[config.mk]
export PLATFORM = sky130hd
export DESIGN_NAME = rsp_policy
export DESIGN_NICKNAME = d
export VERILOG_FILES = /design/src/hdl/rsp_pkg.sv /design/src/hdl/rsp_policy.sv
export VERILOG_INCLUDE_DIRS = /design/src /design/src/hdl
export SDC_FILE = /design/constraint.sdc
export NUM_CORES = 1
export LEC_CHECK = 0
export BUFFER_PORTS_ARGS = -buffer_cell sky130_fd_sc_hd__buf_4
export CAP_MARGIN = 0
export CORE_ASPECT_RATIO = 1.25
export CORE_MARGIN = 2
export CORE_UTILIZATION = 39
export CTS_BUF_LIST = sky130_fd_sc_hd__clkbuf_4
export CTS_CLUSTER_DIAMETER = 80
export DETAILED_ROUTE_END_ITERATION = 6
export PLACE_DENSITY = 0.61
export SYNTH_ARGS = -nofsm -noshare
export SYNTH_HDL_FRONTEND = slang
export SYNTH_SLANG_ARGS = --single-unit
[constraint.sdc]
create_clock -name clock -period 6.8 [get_ports clock]
set_input_delay 1.36 -clock clock [delete_from_list [all_inputs] [get_ports clock]]
set_output_delay 1.36 -clock clock [all_outputs]
set_load 0.05 [all_outputs]
[src/hdl/rsp_map.svh]
// Register offsets, reset values and timing counts of the stop and reset policy block.
`ifndef RSP_MAP_SVH
`define RSP_MAP_SVH
`define RSP_OFS_POLICY 12'h000
`define RSP_OFS_CTRL 12'h004
`define RSP_OFS_STATUS 12'h008
`define RSP_OFS_LOSS_LIMIT 12'h00c
`define RSP_OFS_COMMAND 12'h010
`define RSP_POLICY_RST 5'h0e
`define RSP_CTRL_UNIT_PRIO_BIT 0
`define RSP_CTRL_RS485_BIT 1
`define RSP_CTRL_RST 2'h1
`define RSP_CMD_COMM_RESET_BIT 0
`define RSP_CLK_HZ 50000000
`define RSP_LOSS_TIME_MS 1000
`define RSP_LOSS_CYCLES (`RSP_CLK_HZ / 1000 * `RSP_LOSS_TIME_MS)
`endif

[src/hdl/rsp_pkg.sv]
// Types shared by the stop and reset policy block.
package rsp_pkg;
    typedef enum logic [2:0] {
        RSP_MODE_PANEL = 3'h1,
        RSP_MODE_EXTERNAL = 3'h2,
        RSP_MODE_NETWORK = 3'h4
    } rsp_mode_t;
    typedef enum logic [2:0] {
        RSP_LOSS_UNARMED = 3'h1,
        RSP_LOSS_WATCH = 3'h2,
        RSP_LOSS_ALARM = 3'h4
    } rsp_loss_state_t;
    typedef struct packed {
        logic external_reset_input;
        logic forward_start_input;
        logic reverse_start_input;
        logic panel_present;
        logic unit_attached;
        logic builtin_stop_key;
        logic unit_stop_key;
        logic panel_reset_key;
        logic mode_toggle_key;
        logic external_mode_key;
    } rsp_pins_t;
endpackage : rsp_pkg

[src/hdl/rsp_policy.sv]
// Reset acceptance, panel loss detection and panel stop policy with an AHB-Lite register slave.
//
// Local design decisions: the AHB-Lite interface to the registers and the register offsets.
`timescale 1ns/1ns
`include "rsp_map.svh"
module rsp_policy #(
    parameter logic [31:0] LOSS_CYCLES = 32'(`RSP_LOSS_CYCLES)
) (
    // Clock and reset.
    input wire logic clock,
    input wire logic rst,
    // AHB-Lite slave.
    input wire logic hsel,
    input wire logic [31:0] haddr,
    input wire logic [1:0] htrans,
    input wire logic hwrite,
    input wire logic [2:0] hsize,
    input wire logic [31:0] hwdata,
    input wire logic hready,
    output logic [31:0] hrdata,
    output logic hreadyout,
    output logic hresp,
    // Pins from the terminals and the panel connector.
    input wire rsp_pkg::rsp_pins_t pins,
    // Drive state from the controller logic on this clock.
    input wire logic tripped,
    input wire logic running,
    input wire logic panel_jog,
    input wire rsp_pkg::rsp_mode_t op_mode,
    // Policy results.
    output logic reset_pulse,
    output logic output_shutoff,
    output logic thermal_clear,
    output logic brake_duty_clear,
    output logic decel_stop,
    output logic panel_loss_alarm,
    output logic panel_stop_latch,
    output logic start_inhibit
);
    function automatic logic policy_legal(input logic [4:0] p);
        policy_legal = (p <= 5'h03) || (p >= 5'h0e && p <= 5'h11);
    endfunction : policy_legal

    logic [4:0] policy_r;
    logic [1:0] ctrl_r;
    logic [31:0] loss_limit_r;
    logic comm_reset_r;
    rsp_pkg::rsp_pins_t pins_s1_r;
    rsp_pkg::rsp_pins_t pins_s2_r;
    rsp_pkg::rsp_pins_t pins_d_r;
    rsp_pkg::rsp_loss_state_t loss_state_r;
    rsp_pkg::rsp_loss_state_t loss_state_nxt;
    logic [31:0] loss_cnt_r;
    logic decel_r;

    // Pins cross into the clock domain before anything looks at them.
    always_ff @(posedge clock or posedge rst) begin
        if (rst) begin
            pins_s1_r <= '0;
            pins_s2_r <= '0;
            pins_d_r <= '0;
        end else begin
            pins_s1_r <= pins;
            pins_s2_r <= pins_s1_r;
            pins_d_r <= pins_s2_r;
        end
    end

    logic ext_reset_ev;
    logic panel_reset_ev;
    logic builtin_stop_ev;
    logic unit_stop_ev;
    logic toggle_ev;
    logic ext_key_ev;
    logic starts_off;
    assign ext_reset_ev = pins_s2_r.external_reset_input & ~pins_d_r.external_reset_input;
    assign panel_reset_ev = pins_s2_r.panel_reset_key & ~pins_d_r.panel_reset_key;
    assign builtin_stop_ev = pins_s2_r.builtin_stop_key & ~pins_d_r.builtin_stop_key;
    assign unit_stop_ev = pins_s2_r.unit_stop_key & ~pins_d_r.unit_stop_key;
    assign toggle_ev = pins_s2_r.mode_toggle_key & ~pins_d_r.mode_toggle_key;
    assign ext_key_ev = pins_s2_r.external_mode_key & ~pins_d_r.external_mode_key;
    assign starts_off = ~pins_s2_r.forward_start_input & ~pins_s2_r.reverse_start_input;

    // Policy decoding.
    logic reset_trip_only;
    logic loss_enabled;
    logic stop_all_modes;
    logic rs485_panel;
    logic unit_prio;
    assign reset_trip_only = policy_r[0];
    assign loss_enabled = (policy_r == 5'h02) || (policy_r == 5'h03) || policy_r[4];
    assign stop_all_modes = (policy_r >= 5'h0e);
    assign rs485_panel = ctrl_r[`RSP_CTRL_RS485_BIT];
    assign unit_prio = ctrl_r[`RSP_CTRL_UNIT_PRIO_BIT];

    // Reset acceptance.
    logic ext_or_comm_ok;
    logic panel_key_ok;
    logic reset_accept;
    assign ext_or_comm_ok = (ext_reset_ev | comm_reset_r) & (~reset_trip_only | tripped);
    assign panel_key_ok = panel_reset_ev & tripped;
    assign reset_accept = ext_or_comm_ok | panel_key_ok;

    always_ff @(posedge clock or posedge rst) begin
        if (rst) begin
            reset_pulse <= 1'b0;
            thermal_clear <= 1'b0;
            brake_duty_clear <= 1'b0;
        end else begin
            reset_pulse <= reset_accept;
            thermal_clear <= reset_accept;
            brake_duty_clear <= reset_accept;
        end
    end

    // Panel loss monitor: armed only once the panel has been seen after power-on.
    logic loss_detect;
    logic absent;
    assign loss_detect = loss_enabled & ~rs485_panel;
    assign absent = ~pins_s2_r.panel_present;

    always_comb begin
        loss_state_nxt = loss_state_r;
        case (loss_state_r)
            rsp_pkg::RSP_LOSS_UNARMED: begin
                if (!absent) begin
                    loss_state_nxt = rsp_pkg::RSP_LOSS_WATCH;
                end
            end
            rsp_pkg::RSP_LOSS_WATCH: begin
                if (absent && loss_detect && loss_cnt_r >= loss_limit_r) begin
                    loss_state_nxt = rsp_pkg::RSP_LOSS_ALARM;
                end
            end
            rsp_pkg::RSP_LOSS_ALARM: begin
                // Leaving the alarm needs the panel back and then a reset.
                if (reset_accept && !absent) begin
                    loss_state_nxt = rsp_pkg::RSP_LOSS_WATCH;
                end
            end
            default: begin
                loss_state_nxt = rsp_pkg::RSP_LOSS_UNARMED;
            end
        endcase
    end

    always_ff @(posedge clock or posedge rst) begin
        if (rst) begin
            loss_state_r <= rsp_pkg::RSP_LOSS_UNARMED;
        end else begin
            loss_state_r <= loss_state_nxt;
        end
    end

    always_ff @(posedge clock or posedge rst) begin
        if (rst) begin
            loss_cnt_r <= 32'h0;
        end else if (!absent || !loss_detect || loss_state_r != rsp_pkg::RSP_LOSS_WATCH) begin
            loss_cnt_r <= 32'h0;
        end else if (loss_cnt_r < loss_limit_r) begin
            loss_cnt_r <= loss_cnt_r + 32'h1;
        end
    end

    logic alarm_now;
    assign alarm_now = (loss_state_nxt == rsp_pkg::RSP_LOSS_ALARM);

    always_ff @(posedge clock or posedge rst) begin
        if (rst) begin
            panel_loss_alarm <= 1'b0;
            output_shutoff <= 1'b0;
        end else begin
            panel_loss_alarm <= alarm_now;
            output_shutoff <= alarm_now | reset_accept;
        end
    end

    // Panel stop. With the unit attached and given priority, the built-in panel is the unselected one.
    logic unit_selected;
    logic stop_unselected;
    logic stop_any;
    logic in_panel;
    logic stop_decel;
    logic latch_set;
    logic latch_clr;
    assign unit_selected = pins_s2_r.unit_attached & unit_prio;
    assign stop_unselected = unit_selected ? builtin_stop_ev : unit_stop_ev;
    assign stop_any = builtin_stop_ev | unit_stop_ev;
    assign in_panel = (op_mode == rsp_pkg::RSP_MODE_PANEL);
    assign stop_decel = stop_any & (in_panel | stop_all_modes);
    assign latch_set = stop_all_modes & ((~in_panel & stop_any)
        | (in_panel & stop_unselected)
        | (in_panel & rs485_panel & builtin_stop_ev));
    assign latch_clr = ext_or_comm_ok
        | (starts_off & ~running & (toggle_ev | ext_key_ev));

    always_ff @(posedge clock or posedge rst) begin
        if (rst) begin
            panel_stop_latch <= 1'b0;
        end else if (latch_set) begin
            panel_stop_latch <= 1'b1;
        end else if (latch_clr) begin
            panel_stop_latch <= 1'b0;
        end
    end

    // A panel stop ramps down in panel mode, or in any mode under policy 5'h0e to 5'h11; a coasting stop method does not apply to it.
    logic jog_loss;
    assign jog_loss = panel_jog & absent & ~loss_enabled & (loss_state_r != rsp_pkg::RSP_LOSS_UNARMED);

    always_ff @(posedge clock or posedge rst) begin
        if (rst) begin
            decel_r <= 1'b0;
        end else if (stop_decel || jog_loss) begin
            decel_r <= 1'b1;
        end else if (!running) begin
            decel_r <= 1'b0;
        end
    end

    always_ff @(posedge clock or posedge rst) begin
        if (rst) begin
            decel_stop <= 1'b0;
            start_inhibit <= 1'b0;
        end else begin
            decel_stop <= stop_decel | jog_loss | decel_r;
            start_inhibit <= (panel_stop_latch & ~latch_clr) | latch_set | alarm_now;
        end
    end

    // AHB-Lite slave. Writes have no wait state; reads take one so a read right after a write sees it.
    logic addr_ok;
    logic wr_pend_r;
    logic rd_pend_r;
    logic [11:0] addr_r;
    assign addr_ok = hsel & hready & htrans[1];

    always_ff @(posedge clock or posedge rst) begin
        if (rst) begin
            wr_pend_r <= 1'b0;
            rd_pend_r <= 1'b0;
            addr_r <= 12'h0;
            hreadyout <= 1'b1;
            hresp <= 1'b0;
        end else begin
            hresp <= 1'b0;
            if (hready) begin
                wr_pend_r <= addr_ok & hwrite;
                if (addr_ok) begin
                    addr_r <= haddr[11:0];
                end
            end
            rd_pend_r <= addr_ok & ~hwrite;
            hreadyout <= ~(addr_ok & ~hwrite);
        end
    end

    logic wr_en;
    assign wr_en = wr_pend_r & hready;

    // No parameter clear reaches the policy; only power-on reset returns it to 5'h0e.
    always_ff @(posedge clock or posedge rst) begin
        if (rst) begin
            policy_r <= `RSP_POLICY_RST;
        end else if (wr_en && addr_r == `RSP_OFS_POLICY && policy_legal(hwdata[4:0]) && hwdata[31:5] == 27'h0) begin
            policy_r <= hwdata[4:0];
        end
    end

    always_ff @(posedge clock or posedge rst) begin
        if (rst) begin
            ctrl_r <= `RSP_CTRL_RST;
            loss_limit_r <= LOSS_CYCLES;
            comm_reset_r <= 1'b0;
        end else begin
            comm_reset_r <= wr_en && addr_r == `RSP_OFS_COMMAND && hwdata[`RSP_CMD_COMM_RESET_BIT];
            if (wr_en && addr_r == `RSP_OFS_CTRL) begin
                ctrl_r <= hwdata[1:0];
            end
            if (wr_en && addr_r == `RSP_OFS_LOSS_LIMIT) begin
                loss_limit_r <= hwdata;
            end
        end
    end

    always_ff @(posedge clock or posedge rst) begin
        if (rst) begin
            hrdata <= 32'h0;
        end else if (rd_pend_r) begin
            case (addr_r)
                `RSP_OFS_POLICY: hrdata <= {27'h0, policy_r};
                `RSP_OFS_CTRL: hrdata <= {30'h0, ctrl_r};
                `RSP_OFS_STATUS: hrdata <= {25'h0, start_inhibit, decel_stop, pins_s2_r.panel_present,
                    loss_state_r == rsp_pkg::RSP_LOSS_WATCH, tripped, panel_stop_latch, panel_loss_alarm};
                `RSP_OFS_LOSS_LIMIT: hrdata <= loss_limit_r;
                default: hrdata <= 32'h0;
            endcase
        end
    end
endmodule : rsp_policy

Yosys cells after proc, flatten, opt, wreduce, memory -nomap -nowiden
Cells that the tools add are included.
{ "classes": {"order_cmp": 6, "n_bitwise": 59, "add_sub_neg": 1, "reduce_logical": 23, "eq_ne": 14, "mux": 12} }
{ "op_table": {"columns": ["operator", "count"], "rows": [
  ["32-bit one-hot mux with 4 select lines", 1],
  ["32-bit 2-to-1 mux", 2],
  ["32-bit by 1-bit adder with 32-bit output, second input constant", 1],
  ["32-bit >= comparator", 1],
  ["32-bit < comparator", 1],
  ["1-bit bitwise AND", 28],
  ["27-bit logical NOT", 1],
  ["12-bit by 4-bit == test with 1-bit output, second input constant", 2],
  ["1-bit NOT", 17],
  ["1-bit bitwise OR", 14],
  ["12-bit by 3-bit == test with 1-bit output, second input constant", 1],
  ["12-bit by 5-bit == test with 1-bit output, second input constant", 1],
  ["12-bit logical NOT", 1],
  ["1-bit logical AND", 11],
  ["5-bit by 2-bit == test with 1-bit output, second input constant", 2],
  ["5-bit by 4-bit >= comparator with 1-bit output, second input constant", 2],
  ["3-bit 2-to-1 mux", 3],
  ["3-bit one-hot mux with 3 select lines", 1],
  ["3-bit by 1-bit == test with 1-bit output, second input constant", 2],
  ["3-bit == test, second input constant", 2],
  ["1-bit logical OR", 6],
  ["5-bit by 2-bit <= comparator with 1-bit output, second input constant", 1],
  ["5-bit <= comparator, second input constant", 1],
  ["1-bit 2-to-1 mux", 5],
  ["7 further kinds", 8]
]} }
{ "word_totals": {"out_inout_bits": 42, "input_bits": 90, "regBits": 155} }

Depth between registers and ports, before layout
Gate-level depths: netlist of run 1.
{ "depth": {"ltp_word": 10, "ltp_mapped": 10} }

Worst setup path after synthesis of run 1
Ideal clock, no wire load.
{ "synth_timing": {"path_type": "in2reg", "startpoint": "in hready", "endpoint": "reg policy_r[0]", "setup_ps": 125, "required_time_ps": 6675, "t_arrival_ps": 2514, "setup_slack_ps": 4161, "path_buffers": 0, "cell_stages": 5, "path_cell_list": "nand2_1 > nor3_1 > nand3_1 > nor4_4 > mux2_2"} }
{ "synth_via": {"elab_chain_cells": 4} }
{ "synth_rtl": {"columns": ["item", "line", "text"], "rows": [
  ["start: declaration", "rsp_policy.sv:19", "input wire logic hready,"],
  ["1-bit bitwise AND", "rsp_policy.sv:259", "assign wr_en = wr_pend_r & hready;"],
  ["1-bit logical AND (no line)", null, null],
  ["1-bit logical AND (2 in a row)", "rsp_policy.sv:265", "end else if (wr_en && addr_r == `RSP_OFS_POLICY && policy_legal(hwdata[4:0]) && hwdata[31:5] == 27'h0) begin"],
  ["end signal: assignment", "rsp_policy.sv:264", "policy_r <= `RSP_POLICY_RST;"],
  ["end signal: assignment", "rsp_policy.sv:266", "policy_r <= hwdata[4:0];"],
  ["end: declaration", "rsp_policy.sv:44", "logic [4:0] policy_r;"]
]} }
No other way between the ends.
A chain may end at the register's enable or synchronous reset.

Final worst setup path of run 1
{ "layout_timing": {"startpoint": "reg loss_limit_r[19]", "endpoint": "reg loss_cnt_r[6]"} }
{ "layout_via": {"elab_chain_cells": 2} }
{ "layout_rtl": {"columns": ["item", "line", "text"], "rows": [
  ["start: declaration", "rsp_policy.sv:46", "logic [31:0] loss_limit_r;"],
  ["start signal: assignment", "rsp_policy.sv:281", "loss_limit_r <= hwdata;"],
  ["32-bit < comparator", "rsp_policy.sv:160", "end else if (loss_cnt_r < loss_limit_r) begin"],
  ["2-bit nonzero test (no line)", null, null],
  ["end signal: assignment", "rsp_policy.sv:161", "loss_cnt_r <= loss_cnt_r + 32'h1;"],
  ["end: declaration", "rsp_policy.sv:53", "logic [31:0] loss_cnt_r;"]
]} }
No other way between the ends.

==> results of run 1 <==
==> final timing paths <==
| check | start | end | cells after the start |
|---|---|---|---|
| worst max-delay path | loss_limit_r[19]$_DFFE_PP1P_ | loss_cnt_r[6]$_DFFE_PP0P_ | 8 |
| worst min-delay path | pins_s1_r[9]$_DFF_PP0_ | pins_s2_r[9]$_DFF_PP0_ | 0 |
| worst max register to register | loss_limit_r[19]$_DFFE_PP1P_ | loss_cnt_r[6]$_DFFE_PP0P_ | 8 |
| worst min register to register | pins_s1_r[9]$_DFF_PP0_ | pins_s2_r[9]$_DFF_PP0_ | 0 |
| max in group asynchronous | rst | ctrl_r[1]$_DFFE_PP0P_ | 3 |
| min in group asynchronous | rst | hrdata[19]$_DFFE_PP0P_ | 2 |
==> cell type report <==
type                    count  area [um^2]
diodes                      1         2.50
clock buffers              17          128
clock inverters            15          148
fillers                  1767        10000
inverters                  45          174
multi-input cells         454         3080
flip-flops and latches    155         3900
well taps                 232          290
repair buffers            109          818
==> power groups by stage <==
stage          logic [mW]  registers [mW]  clock network [mW]
6_report            0.157           0.991               0.554
5_1_grt             0.175           0.998               0.614
4_1_cts             0.159           0.991               0.574
3_5_place_dp        0.159            1.01                   0
3_3_place_gp        0.154            1.00                   0
2_1_floorplan      0.0905            1.00                   0
==> per-layer routing <==
layer	share of wire	GRT usage	vias up
met3	0.044	0.0394	26
met4	0.026	0.0733	0
met5	0	0	-
li1	-	-	2703
met1	0.40	0.215	2835
met2	0.53	0.335	152
==> Yosys cell counts (all sizes together) (4+ instances only) <==
| library cell | number |
|---|---|
| dfrtp | 137 |
| nand2 | 76 |
| inv | 45 |
| o21ai | 42 |
| a21oi | 40 |
| ha | 33 |
| nand3 | 30 |
| a22o | 26 |
| or4 | 24 |
| clkbuf | 20 |
| mux2 | 20 |
| o31ai | 20 |
| dfstp | 18 |
| nor2 | 17 |
| nor3 | 17 |
| nand4 | 16 |
| buf | 14 |
| nor4 | 11 |
| mux2i | 10 |
| nand2b | 7 |
| nor2b | 7 |
| o2bb2ai | 7 |
| o211ai | 6 |
| and2 | 5 |
| o22ai | 5 |
| nor3b | 4 |
| or3 | 4 |
==> worst register-to-register path, cell delays in order, from the launching register on <==
cell	delay [ps]
dfstp_2	570
inv_1	50
ha_1	320
a21oi_1	120
o21ai_0	110
a221oi_2	530
nand3_1	710
or4_1	700
a21oi_1	170
==> cell families after synthesis <==
| logic type | after synthesis | share of synthesized area |
|---|---|---|
| AND/OR/NAND/NOR | 228 | 0.168 |
| AO/OA/AOI/OAI | 160 | 0.145 |
| flip-flops | 155 | 0.533 |
| buffers and inverters | 79 | 0.0458 |
| adder cells (fa/ha/maj) | 33 | 0.0565 |
| multiplexers | 32 | 0.0506 |
| other | 1 | 0.000513 |
==> stage by stage <==
stage                     setup WS [ps]  utilization
after floorplan                    1290            -
after global placement             3500        0.445
after detailed placement           3490        0.445
after CTS                          3430        0.460
after global routing               3150        0.460
final                              3420        0.460
==> flip-flops by register name, indices dropped and copies added (netlist names), 2 cells and up <==
| signal | cells |
|---|---|
| policy_r | 5 |
| pins_s1_r | 10 |
| pins_s2_r | 10 |
| addr_r | 12 |
| hrdata | 32 |
| loss_state_r | 3 |
| ctrl_r | 2 |
| pins_d_r | 6 |
| loss_cnt_r | 32 |
| loss_limit_r | 32 |
==> reports/results.tsv, run 1 <==
metric	value	unit
status	finished, final reports clean	
# setup viols final	0	
critical path buffer and inverter count	1	
main area contributors after synthesis	dfrtp_1 47%, dfstp_2 6.5%, ha_1 5.6%, nand2_1 3.9%, a22o_1 3.1%	
setup bufs post-CTS	0	
Post-Layout Inst Area	8540	um^2
drt via density	5.56	
crit-path max FO	19	
PD cells	199	nW/um^2
placed inst area	8260	um^2
die width	126	um
Routed WL per cell	17.1	um
# clock sinks	155	
synthesized area per cell	10.6	um^2
EDFF count, synth	0	
Iteration-0 DRC Markers	254	
post-route ant nets	0	
antenna violations before repair	1	
first-pass GRT wire length	29.1	mm
Synth area leader	dfrtp_1	
Pre-Repair DR Iteration Count	4	
min-delay worst type	register to register	
commonest non-fill, non-tap cell in the layout	dfrtp_1	
grt total ovfl	0	
commonest non-fill, non-tap cells in the layout	137 x dfrtp_1, 109 x buf_4, 76 x nand2_1, 44 x inv_1, 40 x a21oi_1	
worst path required time	7280	ps
sequential share of the synthesized area	0.533	
ratio of cells with drive above 1 in the final layout	0.240	
post-synth top area share	0.469	
CP max-delay cell	nand3_1	
Rel. slew slack	0.287	
Pwr Total	1.70	mW
Mapped Cells	688	
Post-CTS Resized	0	
htree depth	4	
post-synth cell types	56	
Final Non-Filler Cells	1028	
MaxCap Viol Count	0	
RSZ-0062 raised after global routing	false	
height of the chip	157	um
final hold violations	0	
Worst-Margin Slew	1070	ps
cts bufs inserted	17	
HPWL Detailed	12.8	mm
clk buf depth	2	
Sequential Power Share	0.582	
placed insts	995	
Max VDD drop	0.000145	V
CP Data Arrival Time	3850	ps
synthesis-to-finish area growth	16.7	%
main flop type after synthesis	dfrtp_1	
Hold-fix buffers, CTS	0	
yosys warns	0	
clk_skew	21.9	ps
setup TNS	0	ps
Period minus WS final	3380	ps
Comb power frac	0.092	
Leak Pwr	3.99	nW
r2r setup slk	3420	ps
Port Buffers	106	
CP endpoint kind	register	
critical path cell sequence	inv_1, ha_1, a21oi_1, o21ai_0, a221oi_2, nand3_1, or4_1, a21oi_1	
Rows	56	
CTS tree	yes	
Mapped Area	7310	um^2
Max stage delay on crit path	710	ps
clock transition at the registers of the reported paths	160	ps
Psw	0.506	mW
count of final max-slew check failures	0	
Critical Path Source Type	register	
total number of vias	5716	
fmax	0.296	GHz
Int Power	1.20	mW
Core Box Area	18600	um^2
syn nets	811	
ys async rst share	1.00	
delay-heaviest family, CP	simple AND/OR/NAND/NOR gates	
post-synthesis sequential element count	155	
gpl congestion	0.837	
vias in the first global route	5817	
clock share of power	0.326	
drc violations	0	
hold_ws	368	ps
crit share post-route	0.496	
DRT Wirelength	17.6	mm
die area	19900	um^2
num ports	132	
nets@finish	905	
Initial Util	0.394	
clock root buffer	clkbuf_4	
Clk Latency, worst-skew pair	570	ps
Crit Path Class	register to register	
largest net degree at the start of global routing	98	
most frequent cell on the critical path	a21oi_1	
switching share of total power	0.297	
All-Layer GR Usage	0.186	
No activity file was read; power rests on OpenSTA's default activity.
==> run 2: changes to the inputs <==
PLACE_DENSITY = 0.63   (was 0.61)
clock period = 3.1 ns   (was 6.8 ns; I/O delays follow)
==> run 2 against run 1 <==
Cell count rose by 1.2%. Via count fell by 2.4%. Register-to-register slack lost 3100 ps. Maximum frequency increased by 23%. Flip-flop and latch count is the same. Global-route usage shrank 1.1 points. Combinational power grew 120%. Largest power group unchanged. First-iteration DRC count is 62% higher. Sequential share of layout area is 0.56 points lower. Highest routed layer unchanged.
==> reports/results.tsv, run 2 (synthesized netlist as in run 1, its figures left out) <==
metric	value	unit
first-pass GRT wire length	27.8	mm
status	finished, final reports clean	
Port Buffers	106	
reg2reg path depth	9	
placed insts	1007	
cts bufs inserted	17	
crit-path max FO	59	
final hold violations	0	
Sequential Power Share	0.584	
Rows	56	
vias in the first global route	5399	
clk buf depth	2	
crit share post-route	0.887	
clock transition at the registers of the reported paths	140	ps
PD cells	429	nW/um^2
# setup viols final	0	
HP Start	pins[9]	
DRT Wirelength	17.0	mm
footprint of the multi-input gates	3080	um^2
Hold-fix buffers, CTS	0	
Comb power frac	0.091	
commonest non-fill, non-tap cell in the layout	dfrtp_1	
setup TNS	0	ps
Core Box Area	18600	um^2
Pre-Repair DR Iteration Count	6	
Leak Pwr	4.04	nW
Post-Layout Inst Area	8640	um^2
met2 WL	8.42	mm
clock share of power	0.324	
Rel. slew slack	0.333	
synthesis-to-finish area growth	18.2	%
# clock sinks	155	
worst path required time	3600	ps
WL met3	577	um
die area	19900	um^2
Hold EP	pins_s1_r[9]$_DFF_PP0_	
die width	126	um
Reg2Reg Launch Point	loss_limit_r[14]$_DFFE_PP1P_	
Iteration-0 DRC Markers	411	
gpl congestion	0.819	
drt via density	5.36	
Critical Path Source Type	register	
highest routed layer	met4	
Initial Util	0.394	
CP Data Arrival Time	3250	ps
count of final max-slew check failures	0	
met1 WL	7.74	mm
Psw	1.03	mW
RSZ-0062 raised after global routing	false	
CP endpoint kind	register	
fmax	0.364	GHz
height of the chip	157	um
drc violations	0	
ratio of cells with drive above 1 in the final layout	0.253	
Routed WL per cell	16.3	um
Crit Path Class	register to register	
placed inst area	8370	um^2
WHS Path Cells	1	
setup bufs post-CTS	0	
num ports	132	
Post-CTS Resized	0	
post-route ant nets	0	
Clk Latency, worst-skew pair	580	ps
total number of vias	5576	
All-Layer GR Usage	0.175	
fill cell count	1742	
antenna violations before repair	1	
HPWL Detailed	12.1	mm
Period minus WS final	2750	ps
htree depth	4	
r2r setup slk	350	ps
clk_skew	17.3	ps
largest registers	hrdata (32), loss_cnt_r (32), loss_limit_r (32)	
RR Endpoint	loss_cnt_r[31]$_DFFE_PP0P_	
grt total ovfl	0	
Int Power	2.68	mW
nets@finish	917	
Worst-Margin Slew	1000	ps
FF/Latch Area	3900	um^2
commonest non-fill, non-tap cells in the layout	137 x dfrtp_1, 119 x buf_4, 76 x nand2_1, 44 x inv_1, 40 x a21oi_1	
largest net degree at the start of global routing	156	
Final Non-Filler Cells	1040	
CTS tree	yes	
clock root buffer	clkbuf_4	
Max VDD drop	0.000190	V
switching share of total power	0.277	
min-delay worst type	input port to register	
MaxCap Viol Count	0	
[run 2: layer usage]
layer	up-vias	global-route usage
li1	2723	-
met5	-	0
met4	0	0.0586
met3	20	0.0272
met2	120	0.286
met1	2713	0.240
[run 2: area by class of cell]
class / instances / area share
well taps: 232 / 0.0336
clock inverters: 14 / 0.0153
clock buffers: 18 / 0.0156
repair buffers: 121 / 0.108
flip-flops and latches: 155 / 0.451
multi-input cells: 454 / 0.356
inverters: 45 / 0.0200
diodes: 1 / 0.000289
[run 2: power groups by stage]
stage / registers [mW] / clock network [mW] / logic (mW)
floorplan: 2.20 / 0 / 0.199
detailed placement: 2.21 / 0 / 0.344
global route: 2.18 / 1.34 / 0.371
CTS: 2.17 / 1.24 / 0.345
finish: 2.17 / 1.20 / 0.339
global placement: 2.20 / 0 / 0.343
[run 2: metrics by stage]
| step | power [mW] | utilization | hold WS, ps | worst slack [ps] |
|---|---|---|---|---|
| finish | 3.71 | 0.466 | 135 | 351 |
| floorplan | 2.40 | - | 331 | 536 |
| global placement | 2.55 | 0.451 | 333 | 442 |
| global route | 3.89 | 0.466 | 85.6 | 210 |
| detailed placement | 2.55 | 0.451 | 335 | 405 |
| CTS | 3.76 | 0.465 | 99.1 | 350 |
[run 2: worst max path at each step]
| stage | start | endpoint | slack [ps] | depth (start not counted) |
|---|---|---|---|---|
| 2_1_floorplan | rst | addr_r[0]$_DFFE_PP0P_ | 540 | 1 |
| 3_3_place_gp | loss_limit_r[14]$_DFFE_PP1P_ | loss_cnt_r[24]$_DFFE_PP0P_ | 440 | 9 |
| 3_5_place_dp | loss_limit_r[14]$_DFFE_PP1P_ | loss_cnt_r[6]$_DFFE_PP0P_ | 400 | 9 |
| 4_1_cts | loss_limit_r[14]$_DFFE_PP1P_ | loss_cnt_r[31]$_DFFE_PP0P_ | 350 | 9 |
| 5_1_grt | loss_limit_r[14]$_DFFE_PP1P_ | loss_cnt_r[6]$_DFFE_PP0P_ | 210 | 9 |
| 6_report | loss_limit_r[14]$_DFFE_PP1P_ | loss_cnt_r[31]$_DFFE_PP0P_ | 350 | 9 |
[run 2: worst max-delay path, stage by stage, from the launching register on]
cell and delay (ps):
dfstp_2 550, inv_1 50, ha_1 320, nand4_1 150, nor4_1 100, a21boi_1 160, o41a_4 460, buf_12 200
or4_1 520, a21oi_1 160
==> run 3: changes to the inputs <==
PLACE_DENSITY = 0.61   (was 0.63)
clock period = 3.45 ns   (was 3.1 ns; I/O delays follow)
==> run 3 against run 2 <==
Global-route usage is 1.3 points higher. Maximum frequency is 6.2% lower. Worst hold slack better by 100 ps. Critical path type unchanged.
==> reports/results.tsv, run 3 (synthesized netlist as in run 1, its figures left out) <==
metric	value	unit
reg2reg path depth	9	
setup bufs post-CTS	0	
crit share post-route	0.849	
status	finished, final reports clean	
min-delay worst type	input port to register	
num ports	132	
# setup viols final	0	
Reg2Reg Launch Point	loss_limit_r[19]$_DFFE_PP1P_	
Period minus WS final	2930	ps
delay-heaviest family, CP	compound AO/OA/AOI/OAI gates	
CP Data Arrival Time	3390	ps
height of the chip	157	um
clk buf depth	2	
MaxCap Viol Count	0	
DRT Wirelength	17.9	mm
# clock sinks	155	
count of final max-slew check failures	0	
htree depth	4	
pre-CTS WS	558	ps
first-pass GRT wire length	29.6	mm
r2r setup slk	520	ps
grt total ovfl	0	
Port Buffers	106	
worst path required time	3910	ps
nets@finish	915	
PD cells	398	nW/um^2
die width	126	um
commonest non-fill, non-tap cells in the layout	137 x dfrtp_1, 116 x buf_4, 76 x nand2_1, 44 x inv_1, 40 x a21oi_1	
fmax	0.341	GHz
synthesis-to-finish area growth	18.7	%
setup TNS	0	ps
Core Box Area	18600	um^2
CP max-delay cell	dfstp_2	
All-Layer GR Usage	0.189	
Hold EP	pins_s1_r[0]$_DFF_PP0_	
drc violations	0	
Post-CTS Resized	0	
most frequent cell on the critical path	a21oi_1	
vias in the first global route	5971	
commonest non-fill, non-tap cell in the layout	dfrtp_1	
HP Start	pins[0]	
fin util	0.467	
Max VDD drop	0.000260	V
Max stage delay on crit path	560	ps
CP endpoint kind	register	
RR Endpoint	loss_cnt_r[3]$_DFFE_PP0P_	
Rows	56	
RSZ-0062 raised after global routing	false	
Critical Path Source Type	register	
fill cell count	1731	
Hold-fix buffers, CTS	0	
Routed WL per cell	17.2	um
drt via density	5.55	
ratio of cells with drive above 1 in the final layout	0.247	
Initial Util	0.394	
Rel. slew slack	0.296	
Pre-Repair DR Iteration Count	6	
die area	19900	um^2
clk_skew	14.7	ps
clock root buffer	clkbuf_4	
clock transition at the registers of the reported paths	130	ps
critical path cell sequence	inv_1, ha_1, a21oi_1, o21ai_0, a221oi_2, nand2_1, buf_4, or4_1, a21oi_1	
HPWL Detailed	13.4	mm
cts bufs inserted	17	
Clk Latency, worst-skew pair	550	ps
Iteration-0 DRC Markers	274	
crit-path max FO	11	
gpl congestion	0.824	
largest net degree at the start of global routing	55	
total number of vias	5761	
WHS Path Cells	1	
Leak Pwr	4.06	nW
post-route ant nets	0	
largest registers	hrdata (32), loss_cnt_r (32), loss_limit_r (32)	
final hold violations	0	
CTS tree	yes	
min setup slack post-route	520	ps
Crit Path Class	register to register	
critical path buffer and inverter count	2	
Worst-Margin Slew	1050	ps
antenna violations before repair	2	
run 3: cell types whose count changed in the layout (fill, tap and decap cells not counted):
cell        delta
buf_12         +1
clkinv_1       +3
clkinvlp_4     -1
clkinv_2       -2
buf_4          -3
bufinv_16      +2
inv_6          -2
run 3: final cells by class:
type	instances	area, um^2	share of cell area
flip-flops and latches	155	3900	0.450
clock buffers	18	135	0.0156
multi-input cells	454	3080	0.355
inverters	45	173	0.0199
clock inverters	14	169	0.0195
repair buffers	119	931	0.107
diodes	1	2.50	0.000288
well taps	232	290	0.0334
run 3: through the flow:
| step | cell area [um^2] | hold slack (ps) | total power, mW | std cells |
|---|---|---|---|---|
| 4_1_cts | 8680 | 181 | 3.50 | 1037 |
| 6_report | 8680 | 236 | 3.45 | 1038 |
| 2_1_floorplan | 7320 | 331 | 2.16 | 688 |
| 3_3_place_gp | 8370 | 331 | 2.29 | 1005 |
| 3_5_place_dp | 8370 | 336 | 2.30 | 1005 |
| 5_1_grt | 8680 | 167 | 3.62 | 1038 |
run 3: layer usage:
metal / vias to the layer above / global-route usage / routed length (um)
met5: - / 0 / 13
li1: 2720 / - / -
met4: 2 / 0.0691 / 383
met1: 2853 / 0.214 / 7130
met2: 155 / 0.344 / 9520
met3: 31 / 0.0438 / 832
run 3: worst max-delay path by stage:
stage	from	end	slack (ps)	cells past startpoint
2_1_floorplan	rst	addr_r[0]$_DFFE_PP0P_	820	1
3_3_place_gp	loss_limit_r[17]$_DFFE_PP1P_	loss_cnt_r[3]$_DFFE_PP0P_	580	9
3_5_place_dp	loss_limit_r[17]$_DFFE_PP1P_	loss_cnt_r[3]$_DFFE_PP0P_	560	9
4_1_cts	loss_limit_r[17]$_DFFE_PP1P_	loss_cnt_r[3]$_DFFE_PP0P_	500	9
5_1_grt	loss_limit_r[17]$_DFFE_PP1P_	loss_cnt_r[3]$_DFFE_PP0P_	290	9
6_report	loss_limit_r[19]$_DFFE_PP1P_	loss_cnt_r[3]$_DFFE_PP0P_	520	9
run 3: power breakdown:
| part | internal (mW) | leakage [nW] | switching, mW |
|---|---|---|---|
| clock network | 0.516 | 0.162 | 0.671 |
| registers | 1.89 | 1.91 | 0.0583 |
| logic | 0.142 | 1.99 | 0.173 |
| total | 2.55 | 4.06 | 0.903 |
